--- src/sfp_cfg.svh ---
// Purpose: constants of the serial command interface of the diagnosis block
// Assumes: 16-bit frames, bit 15 first, 200 MHz system clock
// Notes: definitions only
//
// Summary of operation
// - reply to a command is shifted out during the next frame
// - frame valid only with a multiple of 8 and at least 16 clocks
// - first reply after supply reset is the diagnosis word
// - unused or reserved register address answers with the diagnosis word
// - bit 15 write/read, bit 14 bank, address, data in bits 7..0
// - read sends bit 0 low; bit 15 low with bit 0 high asks diagnosis
// - register content reply has msb high, diagnosis reply msb low
// - second frame of a read is decoded as a normal command
// - reset, error and undervoltage flags are sticky, cleared by a diagnosis read
// - overheat shutdown stays latched until the latch-clear command
// - state field and overheat warning are live, not latched
// - routine done bits mirror internal bits; channel fault bits hold the latched overvoltage
// - latch-clear resets latched flags and protections and restarts switching
// - active state without routines or faults reads 1000 hex
// - diagnosis word layout from bit 15 down to bit 0
// - serial input captured on falling serial clock edges
// - serial output released when chip select returns high
// - state field: 01 limp home, 10 active, 11 idle, 00 reserved
// - routine done mirror follows channel of last start command
// - channel fault is or of shorted led, open load, overvoltage
// - serial output driven after chip select falls
`ifndef SFP_CFG_SVH
`define SFP_CFG_SVH

`define SFP_FRAME_W 16
`define SFP_BYTE_W 8
`define SFP_WR_BIT 15
`define SFP_BANK_BIT 14
`define SFP_ADDR_HI 13
`define SFP_ADDR_LO 8
`define SFP_ADDR_W 6
`define SFP_DIAG_REQ_BIT 0
`define SFP_CNT_W 8
`define SFP_CNT_MIN 8'h10
`define SFP_FIFO_DEPTH 8
`define SFP_PIN_RST_VAL 3'h4
`define SFP_LATCH_CLR_ADDR 6'h3f
`define SFP_LATCH_CLR_BANK 1'b1
`define SFP_STATE_RSVD 2'h0
`define SFP_STATE_LIMP 2'h1
`define SFP_STATE_ACTIVE 2'h2
`define SFP_STATE_IDLE 2'h3
`define SFP_DIAG_IDLE_VALUE 16'h1000

`endif

--- src/sfp_pkg.sv ---
// Purpose: shared types of the serial command interface
// Assumes: sfp_cfg.svh constants
// Notes: types only
`default_nettype none
`include "sfp_cfg.svh"
package sfp_pkg;
    typedef struct packed {
        logic write;
        logic bank;
        logic [`SFP_ADDR_W-1:0] addr;
        logic [`SFP_BYTE_W-1:0] data;
    } sfp_frame_t;

    typedef enum logic [1:0] {
        SFP_OP_RSVD = 2'h0,
        SFP_OP_LIMP = 2'h1,
        SFP_OP_ACTIVE = 2'h2,
        SFP_OP_IDLE = 2'h3
    } sfp_op_state_t;

    typedef enum logic [1:0] {
        SFP_EX_IDLE = 2'h0,
        SFP_EX_ISSUE = 2'h1,
        SFP_EX_CAPTURE = 2'h2
    } sfp_exec_t;

    typedef struct packed {
        logic soft_reset_seen_flag;
        logic supply_low_reset_flag;
        logic frame_error_flag;
        logic [1:0] gate_supply_low;
        logic regulator_low_flag;
    } sfp_sticky_t;
endpackage
`default_nettype wire

--- src/sfp_sync.sv ---
// Purpose: three-stage input filter for pins from another clock domain
// Assumes: inputs change slower than two system clocks
// Notes: output moves only when stages two and three agree
`timescale 1ns/100ps
`default_nettype none
module sfp_sync #(
    parameter int W = 1,
    parameter logic [W-1:0] RST_VAL = '0
) (
    input wire logic clk_i,
    input wire logic rst_n_i,
    input wire logic [W-1:0] d_i,
    output var logic [W-1:0] q_o
);
    logic [W-1:0] s1;
    logic [W-1:0] s2;
    logic [W-1:0] s3;

    always_ff @(posedge clk_i or negedge rst_n_i) begin
        if (!rst_n_i) begin
            s1 <= RST_VAL;
            s2 <= RST_VAL;
            s3 <= RST_VAL;
        end else begin
            s1 <= d_i;
            s2 <= s1;
            s3 <= s2;
        end
    end

    // s1 feeds only s2: no logic may see a possibly metastable stage
    genvar g;
    generate
        for (g = 0; g < W; g++) begin : g_bit
            always_ff @(posedge clk_i or negedge rst_n_i) begin
                if (!rst_n_i) begin
                    q_o[g] <= RST_VAL[g];
                end else if (s2[g] == s3[g]) begin
                    q_o[g] <= s3[g];
                end
            end
        end
    endgenerate
endmodule
`default_nettype wire

--- src/sfp_fifo.sv ---
// Purpose: small frame buffer between the link and the command executor
// Assumes: one push and one pop per clock at most
// Notes: flip-flop storage, honest full and empty
`timescale 1ns/100ps
`default_nettype none
module sfp_fifo #(
    parameter int WIDTH = 16,
    parameter int DEPTH = 8
) (
    input wire logic clk_i,
    input wire logic rst_n_i,
    input wire logic in_valid_i,
    output logic in_ready_o,
    input wire logic [WIDTH-1:0] in_data_i,
    output logic out_valid_o,
    input wire logic out_ready_i,
    output logic [WIDTH-1:0] out_data_o
);
    localparam int AW = (DEPTH > 1) ? $clog2(DEPTH) : 1;
    logic [WIDTH-1:0] mem [DEPTH];
    logic [AW-1:0] wr_ptr;
    logic [AW-1:0] rd_ptr;
    logic [AW:0] count;
    logic push;
    logic pop;

    assign in_ready_o = (count != (AW+1)'(DEPTH));
    assign out_valid_o = (count != '0);
    assign out_data_o = mem[rd_ptr];
    assign push = in_valid_i && in_ready_o;
    assign pop = out_valid_o && out_ready_i;

    always_ff @(posedge clk_i) begin
        if (push) begin
            mem[wr_ptr] <= in_data_i;
        end
    end

    always_ff @(posedge clk_i or negedge rst_n_i) begin
        if (!rst_n_i) begin
            wr_ptr <= '0;
            rd_ptr <= '0;
            count <= '0;
        end else begin
            if (push) begin
                wr_ptr <= (wr_ptr == AW'(DEPTH - 1)) ? '0 : wr_ptr + 1'b1;
            end
            if (pop) begin
                rd_ptr <= (rd_ptr == AW'(DEPTH - 1)) ? '0 : rd_ptr + 1'b1;
            end
            count <= count + (AW+1)'(push) - (AW+1)'(pop);
        end
    end
endmodule
`default_nettype wire

--- src/sfp_diag_link.sv ---
// Purpose: serial command interpreter with diagnosis word and latch clear
// Assumes: serial clock idles low, data sampled on falling edges
// Notes: register file lives outside, answers a read in the strobe cycle
`timescale 1ns/100ps
`default_nettype none
`include "sfp_cfg.svh"
module sfp_diag_link (
    input wire logic CLK_I,
    input wire logic RESET_N_I,
    input wire logic CHIP_SELECT_LOW_N_I,
    input wire logic SCLK_I,
    input wire logic SDI_I,
    output logic SDO_O,
    output logic SDO_OE_O,
    input wire logic SOFT_RESET_I,
    input wire logic [1:0] GATE_SUPPLY_LOW_I,
    input wire logic REGULATOR_LOW_I,
    input wire logic [1:0] OP_STATE_I,
    input wire logic OVERHEAT_WARNING_I,
    input wire logic OVERHEAT_SHUTDOWN_I,
    input wire logic [1:0] MON_DONE_I,
    input wire logic [1:0] FS_DONE_I,
    input wire logic [1:0] CAL_DONE_I,
    input wire logic [2:0] ROUTINE_CHAN_I,
    input wire logic [1:0] SHORTED_LED_I,
    input wire logic [1:0] OPEN_LOAD_I,
    input wire logic [1:0] OUTPUT_OVERVOLTAGE_I,
    input wire logic REG_BUSY_I,
    input wire logic REG_HIT_I,
    input wire logic [`SFP_BYTE_W-1:0] REG_RDATA_I,
    output logic REG_WR_O,
    output logic REG_RD_O,
    output logic REG_BANK_O,
    output logic [`SFP_ADDR_W-1:0] REG_ADDR_O,
    output logic [`SFP_BYTE_W-1:0] REG_WDATA_O,
    output logic LATCH_CLEAR_O,
    output logic SWITCH_HALT_O
);
    // ********************************************************
    // pin filtering and edge finding
    // ********************************************************
    logic cs_n;
    logic sclk;
    logic sdi;
    logic cs_n_d;
    logic sclk_d;

    sfp_sync #(.W(3), .RST_VAL(`SFP_PIN_RST_VAL)) u_sync (
        .clk_i(CLK_I),
        .rst_n_i(RESET_N_I),
        .d_i({CHIP_SELECT_LOW_N_I, SCLK_I, SDI_I}),
        .q_o({cs_n, sclk, sdi})
    );

    always_ff @(posedge CLK_I or negedge RESET_N_I) begin
        if (!RESET_N_I) begin
            cs_n_d <= 1'b1;
            sclk_d <= 1'b0;
        end else begin
            cs_n_d <= cs_n;
            sclk_d <= sclk;
        end
    end

    logic frame_start;
    logic frame_end;
    logic sclk_rise;
    logic sclk_fall;
    assign frame_start = cs_n_d && !cs_n;
    assign frame_end = !cs_n_d && cs_n;
    assign sclk_rise = !cs_n && !sclk_d && sclk;
    assign sclk_fall = !cs_n && sclk_d && !sclk;

    // ********************************************************
    // receive shifter and length check
    // ********************************************************
    logic [`SFP_FRAME_W-1:0] rx_shift;
    logic [`SFP_CNT_W-1:0] bit_cnt;
    logic enough_bits;

    always_ff @(posedge CLK_I or negedge RESET_N_I) begin
        if (!RESET_N_I) begin
            rx_shift <= '0;
            bit_cnt <= '0;
            enough_bits <= 1'b0;
        end else if (frame_start) begin
            bit_cnt <= '0;
            enough_bits <= 1'b0;
        end else if (sclk_fall) begin
            rx_shift <= {rx_shift[`SFP_FRAME_W-2:0], sdi};
            bit_cnt <= bit_cnt + 1'b1;
            // counter wraps on long frames; remember the minimum was reached
            if (bit_cnt + 1'b1 >= `SFP_CNT_MIN) begin
                enough_bits <= 1'b1;
            end
        end
    end

    logic frame_ok;
    assign frame_ok = enough_bits && (bit_cnt[2:0] == 3'h0);

    // ********************************************************
    // frame buffer toward the executor
    // ********************************************************
    logic fifo_in_ready;
    logic fifo_out_valid;
    logic fifo_pop;
    sfp_pkg::sfp_frame_t fifo_out;
    sfp_pkg::sfp_exec_t ex_state;
    logic push_frame;

    // a frame that finds the buffer full is dropped like a bad frame
    assign push_frame = frame_end && frame_ok;
    assign fifo_pop = (ex_state == sfp_pkg::SFP_EX_IDLE) && !REG_BUSY_I;

    sfp_fifo #(.WIDTH(`SFP_FRAME_W), .DEPTH(`SFP_FIFO_DEPTH)) u_fifo (
        .clk_i(CLK_I),
        .rst_n_i(RESET_N_I),
        .in_valid_i(push_frame),
        .in_ready_o(fifo_in_ready),
        .in_data_i(rx_shift),
        .out_valid_o(fifo_out_valid),
        .out_ready_i(fifo_pop),
        .out_data_o(fifo_out)
    );

    // ********************************************************
    // flags and diagnosis word
    // ********************************************************
    sfp_pkg::sfp_sticky_t sticky;
    logic overheat_shutdown_flag;
    logic [1:0] output_overvoltage_flags;
    logic diag_read;
    logic latch_clear_command;
    logic frame_refused;

    assign frame_refused = frame_end && (!frame_ok || !fifo_in_ready);

    // set wins over the read-clear so an event in the clearing cycle survives
    always_ff @(posedge CLK_I or negedge RESET_N_I) begin
        if (!RESET_N_I) begin
            sticky <= '0;
            sticky.supply_low_reset_flag <= 1'b1;
        end else begin
            sticky.soft_reset_seen_flag <= (sticky.soft_reset_seen_flag && !diag_read) || SOFT_RESET_I;
            sticky.supply_low_reset_flag <= sticky.supply_low_reset_flag && !diag_read;
            sticky.frame_error_flag <= (sticky.frame_error_flag && !diag_read) || frame_refused;
            sticky.gate_supply_low <= (sticky.gate_supply_low & {2{!diag_read}}) | GATE_SUPPLY_LOW_I;
            sticky.regulator_low_flag <= (sticky.regulator_low_flag && !diag_read) || REGULATOR_LOW_I;
        end
    end

    always_ff @(posedge CLK_I or negedge RESET_N_I) begin
        if (!RESET_N_I) begin
            overheat_shutdown_flag <= 1'b0;
            output_overvoltage_flags <= '0;
        end else begin
            overheat_shutdown_flag <= (overheat_shutdown_flag && !latch_clear_command)
                || OVERHEAT_SHUTDOWN_I;
            output_overvoltage_flags <= (output_overvoltage_flags & {2{!latch_clear_command}})
                | OUTPUT_OVERVOLTAGE_I;
        end
    end

    logic [1:0] op_state;
    always_comb begin
        case (OP_STATE_I)
            `SFP_STATE_LIMP: op_state = sfp_pkg::SFP_OP_LIMP;
            `SFP_STATE_ACTIVE: op_state = sfp_pkg::SFP_OP_ACTIVE;
            `SFP_STATE_IDLE: op_state = sfp_pkg::SFP_OP_IDLE;
            default: op_state = sfp_pkg::SFP_OP_RSVD;
        endcase
    end

    logic [1:0] channel_fault;
    logic [`SFP_FRAME_W-1:0] diagnosis_word;
    assign channel_fault = SHORTED_LED_I | OPEN_LOAD_I | output_overvoltage_flags;

    // quiet active device gives 16'h1000 here
    assign diagnosis_word = {
        1'b0,
        sticky.soft_reset_seen_flag,
        sticky.supply_low_reset_flag,
        op_state,
        sticky.frame_error_flag,
        MON_DONE_I[ROUTINE_CHAN_I[2]],
        FS_DONE_I[ROUTINE_CHAN_I[1]],
        CAL_DONE_I[ROUTINE_CHAN_I[0]],
        sticky.gate_supply_low[1],
        sticky.gate_supply_low[0],
        sticky.regulator_low_flag,
        channel_fault[1],
        channel_fault[0],
        overheat_shutdown_flag,
        OVERHEAT_WARNING_I
    };

    // ********************************************************
    // command executor
    // ********************************************************
    sfp_pkg::sfp_frame_t cmd;
    logic cmd_is_read;
    logic cmd_is_diag;
    logic cmd_is_clear;

    assign cmd_is_diag = !fifo_out.write && fifo_out.data[`SFP_DIAG_REQ_BIT];
    assign cmd_is_read = !fifo_out.write && !cmd_is_diag;
    assign cmd_is_clear = fifo_out.write && (fifo_out.bank == `SFP_LATCH_CLR_BANK)
        && (fifo_out.addr == `SFP_LATCH_CLR_ADDR);

    always_ff @(posedge CLK_I or negedge RESET_N_I) begin
        if (!RESET_N_I) begin
            ex_state <= sfp_pkg::SFP_EX_IDLE;
            cmd <= '0;
        end else begin
            case (ex_state)
                sfp_pkg::SFP_EX_IDLE: begin
                    if (fifo_pop && fifo_out_valid && cmd_is_read) begin
                        cmd <= fifo_out;
                        ex_state <= sfp_pkg::SFP_EX_ISSUE;
                    end
                end
                sfp_pkg::SFP_EX_ISSUE: begin
                    ex_state <= sfp_pkg::SFP_EX_CAPTURE;
                end
                sfp_pkg::SFP_EX_CAPTURE: begin
                    ex_state <= sfp_pkg::SFP_EX_IDLE;
                end
                default: begin
                    ex_state <= sfp_pkg::SFP_EX_IDLE;
                end
            endcase
        end
    end

    logic popped;
    assign popped = fifo_pop && fifo_out_valid;

    always_ff @(posedge CLK_I or negedge RESET_N_I) begin
        if (!RESET_N_I) begin
            REG_WR_O <= 1'b0;
            REG_RD_O <= 1'b0;
            REG_BANK_O <= 1'b0;
            REG_ADDR_O <= '0;
            REG_WDATA_O <= '0;
            LATCH_CLEAR_O <= 1'b0;
        end else begin
            REG_WR_O <= popped && fifo_out.write && !cmd_is_clear;
            REG_RD_O <= (ex_state == sfp_pkg::SFP_EX_ISSUE);
            LATCH_CLEAR_O <= popped && cmd_is_clear;
            if (popped) begin
                REG_BANK_O <= fifo_out.bank;
                REG_ADDR_O <= fifo_out.addr;
                REG_WDATA_O <= fifo_out.data;
            end
        end
    end

    assign latch_clear_command = LATCH_CLEAR_O;

    always_ff @(posedge CLK_I or negedge RESET_N_I) begin
        if (!RESET_N_I) begin
            SWITCH_HALT_O <= 1'b0;
        end else begin
            // restart follows the clear once no fault is still present
            SWITCH_HALT_O <= overheat_shutdown_flag || (|output_overvoltage_flags);
        end
    end

    // ********************************************************
    // reply selection and transmit shifter
    // ********************************************************
    logic reply_is_reg;
    logic [`SFP_FRAME_W-1:0] reply_reg;
    logic [`SFP_FRAME_W-1:0] tx_shift;
    logic first_rise;

    always_ff @(posedge CLK_I or negedge RESET_N_I) begin
        if (!RESET_N_I) begin
            reply_is_reg <= 1'b0;
            reply_reg <= '0;
        end else if (frame_end) begin
            reply_is_reg <= 1'b0;
        end else if (ex_state == sfp_pkg::SFP_EX_CAPTURE) begin
            reply_is_reg <= REG_HIT_I;
            reply_reg <= {1'b1, cmd.bank, cmd.addr, REG_RDATA_I};
        end
    end

    // clearing on load of the word that reports the flags
    assign diag_read = frame_start && !reply_is_reg;

    always_ff @(posedge CLK_I or negedge RESET_N_I) begin
        if (!RESET_N_I) begin
            tx_shift <= '0;
            first_rise <= 1'b0;
        end else if (frame_start) begin
            tx_shift <= reply_is_reg ? reply_reg : diagnosis_word;
            first_rise <= 1'b1;
        end else if (sclk_rise) begin
            first_rise <= 1'b0;
            // bit 15 is already out at the first rising edge
            if (!first_rise) begin
                tx_shift <= {tx_shift[`SFP_FRAME_W-2:0], 1'b0};
            end
        end
    end

    always_ff @(posedge CLK_I or negedge RESET_N_I) begin
        if (!RESET_N_I) begin
            SDO_O <= 1'b0;
            SDO_OE_O <= 1'b0;
        end else begin
            SDO_OE_O <= !cs_n;
            SDO_O <= !cs_n && tx_shift[`SFP_FRAME_W-1];
        end
    end
endmodule
`default_nettype wire

--- config.mk ---
export PLATFORM = sky130hd
export DESIGN_NAME = sfp_diag_link
export DESIGN_NICKNAME = d
export VERILOG_FILES = /design/src/sfp_pkg.sv /design/src/sfp_sync.sv /design/src/sfp_fifo.sv /design/src/sfp_diag_link.sv
export VERILOG_INCLUDE_DIRS = /design/src
export SDC_FILE = /design/constraint.sdc
export NUM_CORES = 1
export LEC_CHECK = 0
export ABC_AREA = 1
export BUFFER_PORTS_ARGS = -buffer_cell sky130_fd_sc_hd__buf_2
export CAP_MARGIN = 20
export CELL_PAD_IN_SITES_DETAIL_PLACEMENT = 1
export CELL_PAD_IN_SITES_GLOBAL_PLACEMENT = 1
export CORE_MARGIN = 2
export CORE_UTILIZATION = 30
export DETAILED_ROUTE_END_ITERATION = 16
export PLACE_DENSITY_LB_ADDON = 0.08
export SLEW_MARGIN = 40
export SYNTH_ARGS = -nofsm -noshare
export SYNTH_HDL_FRONTEND = slang
export SYNTH_SLANG_ARGS = --single-unit
--- constraint.sdc ---
create_clock -name CLK_I -period 2.5 [get_ports CLK_I]
set_input_delay 0.625 -clock CLK_I [delete_from_list [all_inputs] [get_ports CLK_I]]
set_output_delay 0.625 -clock CLK_I [all_outputs]
set_load 0.01 [all_outputs]
# Yosys cells after proc, flatten, opt, wreduce, memory -nomap -nowiden
# Memory sizes are Yosys's and may differ from the RTL's.
# Index checks and enable logic that the tools add are counted.
# word_totals
reg_bits	122
ram_bits	128
in_bits	38
output_inout_bits	21
wordCells	154
n_memories	1
# classes
addsub	5
n_lt_le_gt_ge	4
n_eq_ne	14
muxes	26
bitwise	8
reduce_logical	59
# memory_table
name	words	word_bits	read_ports	rd_clocked_by_memory_dff	write_ports	line	rtl
u_fifo.mem	8	16	1	0	1	sfp_fifo.sv:20	logic [WIDTH-1:0] mem [DEPTH];
# ops
operator	count
two-way mux 16 bit	4
logical AND 1 bit	27
two-way mux 8 bit	2
two-way mux 1 bit	15
zero test 1 bit	13
AND reduction 2 bit	5
adder 8 x 1 -> 8 bit (second input constant)	1
>= comparator 8 x 5 -> 1 bit (second input constant)	1
bitwise OR 2 bit	4
nonzero test 2 bit	4
adder 3 x 1 -> 3 bit (second input constant)	2
== test 2 bit (second input constant)	3
== test 3 bit (second input constant)	2
== test 6 bit (second input constant)	1
logical OR 1 bit	6
less-than comparator 1 x 2 -> 1 bit (second input constant)	3
two-way mux 3 bit	2
case mux 2 bit (3 select lines)	1
adder 4 x 1 -> 4 bit	1
bitwise AND 2 bit	2
== test 2 x 1 -> 1 bit (second input constant)	2
inequality test 4 bit (second input constant)	1
case mux 2 bit (2 select lines)	1
nonzero test 4 bit	1
other kinds (9)	12

# Depth between registers and ports, before layout
# Gate-level depths: netlist (run 1).
# An unclocked memory read counts as a cell.
# logic_depth
depth_word	8
ltp_mapped	13
mapped_depth_nobuf	11

# Modules after synthesis
# Synthesis (run 1) repeated with hierarchy kept, for this count alone.
# unflattened
hier_cells	1079
hier_area_um2	10821.6
# by_module_without_submodules
mod	instances	cells_per_inst	area_per_inst_um2	seq_area_each_um2
sfp_fifo	1	626	6247.2	4093.9
sfp_diag_link	1	429	4220.3	2504.9
sfp_sync	1	24	354.1	305.3

# Least setup slack after synthesis (run 1)
# OpenSTA, ideal clock, no wires.
# synth_path
path_type	flip-flop to flip-flop
start	register u_sync.q_o[2]
end	memory u_fifo.mem[0][0], enable pin
setup_time_ns	0.388
arrival_ns	1.939
required_time_ns	2.112
path_slack_ns	0.173
stages_incl_launch_ff	8
path_buffers	0
period_less_slack_ns	2.327
path_cell_list	dfstp_2 inv_2 nor2_4 inv_2 nor2_4 inv_2 or2_1 nor2_1
# synth_between
elab_chain_cells	5
# synth_rtl
item	line	rtl
start: declaration	sfp_sync.sv:13	output var logic [W-1:0] q_o
start signal: indexed assignment	sfp_sync.sv:37	q_o[g] <= RST_VAL[g];
start signal: indexed assignment	sfp_sync.sv:39	q_o[g] <= s3[g];
logical AND 1 bit	sfp_diag_link.sv:70	assign frame_end = !cs_n_d && cs_n;
logical AND 1 bit	sfp_diag_link.sv:113	assign push_frame = frame_end && frame_ok;
logical AND 1 bit	sfp_fifo.sv:30	assign push = in_valid_i && in_ready_o;
via u_fifo.push	sfp_fifo.sv:24	logic push;
two-way mux 1 bit	sfp_fifo.sv:34	if (push) begin
two-way mux 1 bit (not written as such)	sfp_fifo.sv:35	mem[wr_ptr] <= in_data_i;
end: declaration	sfp_fifo.sv:20	
# The timed path passes the listed nets, and every way through them passes these cells.

# Worst setup path after layout (run 1)
# layout_path
start	register bit_cnt[0]
end	memory u_fifo.mem[2][13], enable pin
# layout_between
elab_chain_cells	6
# layout_rtl
item	line	rtl
start: declaration	sfp_diag_link.sv:78	logic [`SFP_CNT_W-1:0] bit_cnt;
start signal: assignment	sfp_diag_link.sv:91	bit_cnt <= bit_cnt + 1'b1;
zero test 3 bit	sfp_diag_link.sv:100	assign frame_ok = enough_bits && (bit_cnt[2:0] == 3'h0);
logical AND 1 bit	sfp_diag_link.sv:100	
logical AND 1 bit	sfp_diag_link.sv:113	
logical AND 1 bit	sfp_fifo.sv:30	
via u_fifo.push	sfp_fifo.sv:24	
two-way mux 1 bit	sfp_fifo.sv:34	
two-way mux 1 bit (not written as such)	sfp_fifo.sv:35	
# The timed path passes the listed nets, and every way through them passes these cells.

==> results of run 1 <==
-- power by group --
group | internal [mW] | switching, mW | total [mW]
logic | 1.32 | 2.56 | 3.88
registers | 5.02 | 0.418 | 5.44
clock network | 2.48 | 1.68 | 4.16
total | 8.82 | 4.65 | 13.5
-- repair_timing --
action | in CTS | in global routing
hold buffers | 1 | 0
endpoints found under the hold margin | 33 | 0
gates resized for setup | 0 | 0
-- logic make-up (layout without fill, tap and decap cells) --
| logic type | count (synthesis) | after routing | share of synthesized area (%) |
|---|---|---|---|
| AND/OR/NAND/NOR | 395 | 395 | 15.5 |
| flip-flops | 250 | 250 | 65.9 |
| AO/OA/AOI/OAI | 156 | 156 | 8.44 |
| buffers and inverters | 152 | 255 | 6.55 |
| adder cells (fa/ha/maj) | 16 | 16 | 1.91 |
| multiplexers | 13 | 13 | 1.39 |
| XOR/XNOR | 3 | 3 | 0.251 |
-- worst paths after layout --
check	start	depth (start not counted)	to	slack, ns
max	bit_cnt[0]	8	u_fifo.mem[2][13]	0.36
min	CHIP_SELECT_LOW_N_I	1	u_sync.s1[2]	0.18
max reg2reg	bit_cnt[0]	8	u_fifo.mem[2][13]	0.36
min reg2reg	u_sync.s1[2]	0	u_sync.s2[2]	0.36
max in group asynchronous	RESET_N_I	3	diagnosis_word[13]	1.23
min in group asynchronous	RESET_N_I	2	reply_reg[0]	0.59
-- placed cells by master, fill, tap and decap left out, types with 3 or more instances in the layout --
cell type | Yosys | routed
a31oi_1 | 5 | 5
o21ai_1 | 11 | 11
buf_4 | 4 | 23
dfstp_2 | 6 | 6
clkbuf_1 | 11 | 17
a21oi_1 | 18 | 18
nand3_1 | 60 | 60
buf_2 | 14 | 57
o221ai_1 | 3 | 3
o21ai_2 | 8 | 8
edfxtp_1 | 128 | 128
maj3_1 | 3 | 3
clkbuf_16 | 0 | 30
inv_1 | 106 | 105
o21bai_1 | 5 | 5
nor2_2 | 3 | 3
buf_12 | 0 | 5
nor2_1 | 76 | 76
dfrtp_1 | 116 | 115
o22ai_1 | 20 | 20
o21ai_0 | 80 | 80
inv_2 | 6 | 7
nand2_1 | 239 | 239
nand2_2 | 8 | 8
clkbuf_8 | 0 | 5
xnor2_1 | 3 | 3
mux2_2 | 12 | 12
ha_1 | 12 | 12
-- worst reg2reg max path, cell delays in order (launching register included) --
cell	delay, ns
dfrtp_1	0.40
inv_1	0.12
ha_1	0.16
nand4_1	0.19
nor2_4	0.24
inv_2	0.06
or2_1	0.25
nor2_1	0.10
buf_4	0.30
-- through the flow --
stage	hold slack [ns]	area (um^2)
3_3_place_gp	0.333	11300
5_1_grt	0.146	12300
2_1_floorplan	0.329	10500
4_1_cts	0.151	12300
6_report	0.180	12300
3_5_place_dp	0.345	11300
-- cell usage after synthesis, types with 2 or more instances --
library cell  number
mux2_2            12
inv_1            106
edfxtp_1         128
o22ai_1           20
o21ai_2            8
nor2_4             2
o21bai_1           5
nor3_1             2
o21ai_0           80
xnor2_1            3
dfrtp_1          116
buf_6             11
buf_2             14
a21oi_1           18
o21ai_1           11
nand3_1           60
nand4_1            2
inv_2              6
nor2_1            76
a21o_1             2
ha_1              12
buf_4              4
a31oi_1            5
o221ai_1           3
nand2_2            8
maj3_1             3
nor2_2             3
dfstp_2            6
nand2_1          239
clkbuf_1          11
-- routing by layer --
| metal | routed length (um) | share of wire [%] |
|---|---|---|
| met4 | 371 | 1.4 |
| met3 | 980 | 3.6 |
| met5 | 0 | 0 |
| met1 | 13200 | 49 |
| met2 | 12600 | 46 |
-- layout make-up --
type | count | area (um^2)
Clock buffer | 52 | 883
Clock inverter | 4 | 60.1
Fill cell | 3874 | 22200
Inverter | 112 | 420
Multi-Input combinational cell | 583 | 2880
Sequential cell | 250 | 6910
Tap cell | 455 | 569
Timing Repair Buffer | 87 | 579
==> impl_metrics.env, run 1 <==
export IMPL_n_antenna_cell=0
export IMPL_overflow=0
export IMPL_initial_utilization_pct=30.4
export IMPL_fin_ws_ns=0.362
export IMPL_cp_end_kind="register"
export IMPL_clk_path_buf_depth=3
export IMPL_numPortBuffers=58
export IMPL_synthCells=985
export IMPL_grt_pass1_wl_um=43400
export IMPL_syn_num_nets=1036
export IMPL_die_width_um=191
export IMPL_registers_top_by_ff_count="u_fifo.mem"
export IMPL_grtUsageMet2_pct=25.8
export IMPL_ir_drop_mv=0.497
export IMPL_status="finished clean"
export IMPL_path_class="reg2reg"
export IMPL_grt_pass1_vias=7432
export IMPL_synthTopCellsByArea="edfxtp_1 (37%), dfrtp_1 (28%), nand2_1 (8.6%)"
export IMPL_worstSetupStartpointType="register"
export IMPL_fin_crit_ns=2.14
export IMPL_fin_crit_sh_pct=85.5
export IMPL_row_count=68
export IMPL_dp_hpwl_um=17000
export IMPL_setup_tns_ns=0
export IMPL_wl_per_cell_um=17.6
export IMPL_fin_worst_skew_ns=0.0194
export IMPL_ys_ff_latch=250
export IMPL_grt_total_usage_pct=15.5
export IMPL_arrival_ns=2.36
export IMPL_cts_setup_buffers=0
export IMPL_hold_viol=0
export IMPL_via_count=6948
export IMPL_max_slew_margin_rel_pct=51.5
export IMPL_cellPowerDensity_nw_per_um2=1100
export IMPL_setup_violations=0
export IMPL_routabilityCongestion=0.692
export IMPL_critPathMaxStageDelay_ns=0.40
export IMPL_routed_wl_um=27200
export IMPL_antenna_found_initial=1
export IMPL_ys_flop_type="edfxtp_1"
export IMPL_syn2layout_area_growth_pct=17.5
export IMPL_numCtsBuffers=30
export IMPL_avgSynthCellArea_um2=10.6
export IMPL_die_y_um=191
export IMPL_dp_cells=1486
export IMPL_crit_required_ns=2.72
export IMPL_met1_usage_pct=21.3
export IMPL_critPathTopFamily="simple AND/OR/NAND/NOR gates"
export IMPL_leakagePower_nw=5.38
export IMPL_largest_reg_flops=128
export IMPL_routed_via_density=4.50
export IMPL_pin_count=59
export IMPL_nNetsFinal=1115
export IMPL_met3_usage_pct=2.28
export IMPL_crit_slowest_cell="dfrtp_1"
export IMPL_ys_seq_area_share_pct=65.9
export IMPL_max_cap_viol_count=0
export IMPL_fmax_ghz=0.468
export IMPL_ys_types=39
export IMPL_insertion_delay_ns=0.56
export IMPL_crit_chain="inv_1 > ha_1 > nand4_1 > nor2_4 > inv_2 > or2_1 > nor2_1 > buf_4"
export IMPL_rsz0062_at_grt="false"
export IMPL_path_buf_inv=3
export IMPL_root_buffer="clkbuf_16"
export IMPL_finalNonFillerCells=1543
export IMPL_utilization_pct=35.7
export IMPL_slew_violations=0
export IMPL_first_pass_iters=4
export IMPL_worstPathMaxFanout=16
export IMPL_holdCritPathClass="in2reg"
export IMPL_grt_max_degree=67
export IMPL_pre_cts_slack_ns=0.345
export IMPL_core_area_um2=34500
export IMPL_drive_gt1_share_pct=16.1
export IMPL_htreeDepth=1
export IMPL_async_reset_ff_share_pct=48.8
export IMPL_worst_pin_slew_ns=0.726
export IMPL_drt_iter0_drc=291
export IMPL_top_usage_layer="met2"
export IMPL_cts_tree="done"
export IMPL_total_power_mw=13.5
export IMPL_path_clk_slew_ns=0.06
export IMPL_ys_warn_count=0
export IMPL_synth_top_area_share_pct=36.7
export IMPL_cts_sinks=250
export IMPL_dieArea_um2=36400
export IMPL_synth_edf_count=128
export IMPL_drc=0
export IMPL_ant_nets=0
export IMPL_synth_area_leader_cell="edfxtp_1"
export IMPL_syn_area_um2=10500
(Power assumes the default switching activity.)
==> run 2: changes to the inputs <==
RECOVER_POWER = 100   (was default)
==> impl_metrics.env, run 2 (synthesis gave the netlist of run 1 again) <==
export IMPL_grtUsageMet2_pct=25.8
export IMPL_fin_crit_ns=2.24
export IMPL_htreeDepth=1
export IMPL_multi_input_area_um2=2840
export IMPL_arrival_ns=2.45
export IMPL_dp_hpwl_um=17000
export IMPL_largest_reg_flops=128
export IMPL_wl_per_cell_um=17.6
export IMPL_rsz0062_at_grt="false"
export IMPL_dieArea_um2=36400
export IMPL_holdCritPathClass="in2reg"
export IMPL_antenna_found_initial=1
export IMPL_final_area_um2=12200
export IMPL_grt_pass1_wl_um=43400
export IMPL_overflow=0
export IMPL_row_count=68
export IMPL_holdWs_ns=0.180
export IMPL_hold_viol=0
export IMPL_nNetsFinal=1115
export IMPL_leakagePower_nw=5.28
export IMPL_clk_path_buf_depth=3
export IMPL_setup_tns_ns=0
export IMPL_drc=0
export IMPL_die_y_um=191
export IMPL_initial_utilization_pct=30.4
export IMPL_setup_violations=0
export IMPL_met1_usage_pct=21.3
export IMPL_insertion_delay_ns=0.56
export IMPL_crit_required_ns=2.72
export IMPL_registers_top_by_ff_count="u_fifo.mem"
export IMPL_path_class="reg2reg"
export IMPL_first_pass_iters=6
export IMPL_mostFrequentLayoutCell="nand2_1"
export IMPL_worstPathMaxFanout=16
export IMPL_routed_via_density=4.50
export IMPL_max_slew_margin_rel_pct=29.6
export IMPL_met3_usage_pct=2.28
export IMPL_grt_max_degree=67
export IMPL_grt_total_usage_pct=15.5
export IMPL_die_width_um=191
export IMPL_routed_wl_um=27100
export IMPL_top_usage_layer="met2"
export IMPL_pin_count=59
export IMPL_dpl_cell_area_um2=11300
export IMPL_syn2layout_area_growth_pct=16.5
export IMPL_cellPowerDensity_nw_per_um2=1090
export IMPL_ant_nets=0
export IMPL_numCtsBuffers=30
export IMPL_fin_worst_skew_ns=0.0226
export IMPL_core_area_um2=34500
export IMPL_cts_sinks=250
export IMPL_path_clk_slew_ns=0.05
export IMPL_status="finished clean"
export IMPL_root_buffer="clkbuf_16"
export IMPL_worst_pin_slew_ns=1.06
export IMPL_n_fill_cell=3880
export IMPL_via_count=6945
export IMPL_worstSetupStartpointType="register"
export IMPL_seq_area_um2=6910
export IMPL_fin_crit_sh_pct=89.4
export IMPL_max_cap_viol_count=0
export IMPL_cts_resized=0
export IMPL_utilization_pct=35.4
export IMPL_ir_drop_mv=0.501
export IMPL_total_power_mw=13.3
export IMPL_fmax_ghz=0.447
export IMPL_numPortBuffers=58
export IMPL_drive_gt1_share_pct=12.5
export IMPL_cp_end_kind="register"
export IMPL_grt_pass1_vias=7432
export IMPL_routabilityCongestion=0.692
export IMPL_mostFrequentLayoutCells="nand2_1 (244), edfxtp_1 (128), dfrtp_1 (115)"
export IMPL_slew_violations=0
export IMPL_cts_tree="done"
export IMPL_drt_iter0_drc=277
export IMPL_n_antenna_cell=0
==> run 2: report_power, final <==
part / total, mW / switching [mW] / internal, mW
Clock: 4.17 / 1.69 / 2.48
Sequential: 5.44 / 0.421 / 5.02
Combinational: 3.71 / 2.49 / 1.22
==> run 2: cell type report <==
type                            count  area share, %
Sequential cell                   250           56.6
Multi-Input combinational cell    583           23.3
Clock buffer                       52           7.25
Tap cell                          455           4.67
Timing Repair Buffer               87           4.19
Inverter                          112           3.45
Clock inverter                      4          0.493
==> run 2: layer usage <==
| layer | wire length, um | part of all wire (%) | vias up |
|---|---|---|---|
| li1 | - | - | 3422 |
| met1 | 13100 | 48 | 3394 |
| met2 | 12600 | 46 | 101 |
| met3 | 1070 | 3.9 | 28 |
| met4 | 385 | 1.4 | 0 |
| met5 | 0 | 0 | - |
==> run 2: metrics by stage <==
stage	cells	setup WS, ns
floorplan	985	0.173
global placement	1486	0.365
detailed placement	1486	0.345
CTS	1543	0.338
global route	1543	0.106
finish	1543	0.265
==> run 2: critical path, stage by stage (launching register included) <==
cell     delay [ns]
dfstp_1        0.60
inv_1          0.15
nor2_4         0.12
inv_1          0.10
nor2_4         0.22
inv_2          0.05
or2_1          0.25
nor2_1         0.10
buf_4          0.30
==> run 2: repair_timing <==
action                    CTS  global route
hold endpoints to repair   33             0
setup buffers               0             0
hold buffers                1             0
==> run 2: path summary, 6_finish.rpt <==
check / from / end / slack [ns] / cells past startpoint
setup reg to reg: u_sync.q_o[2] / u_fifo.mem[2][13] / 0.26 / 8
hold / removal: CHIP_SELECT_LOW_N_I / u_sync.s1[2] / 0.18 / 1
max in group asynchronous: RESET_N_I / output_overvoltage_flags[0] / 0.47 / 3
hold reg to reg: u_sync.s1[0] / u_sync.s2[0] / 0.36 / 0
setup / recovery: u_sync.q_o[2] / u_fifo.mem[2][13] / 0.26 / 8
min in group asynchronous: RESET_N_I / reply_reg[0] / 0.83 / 2
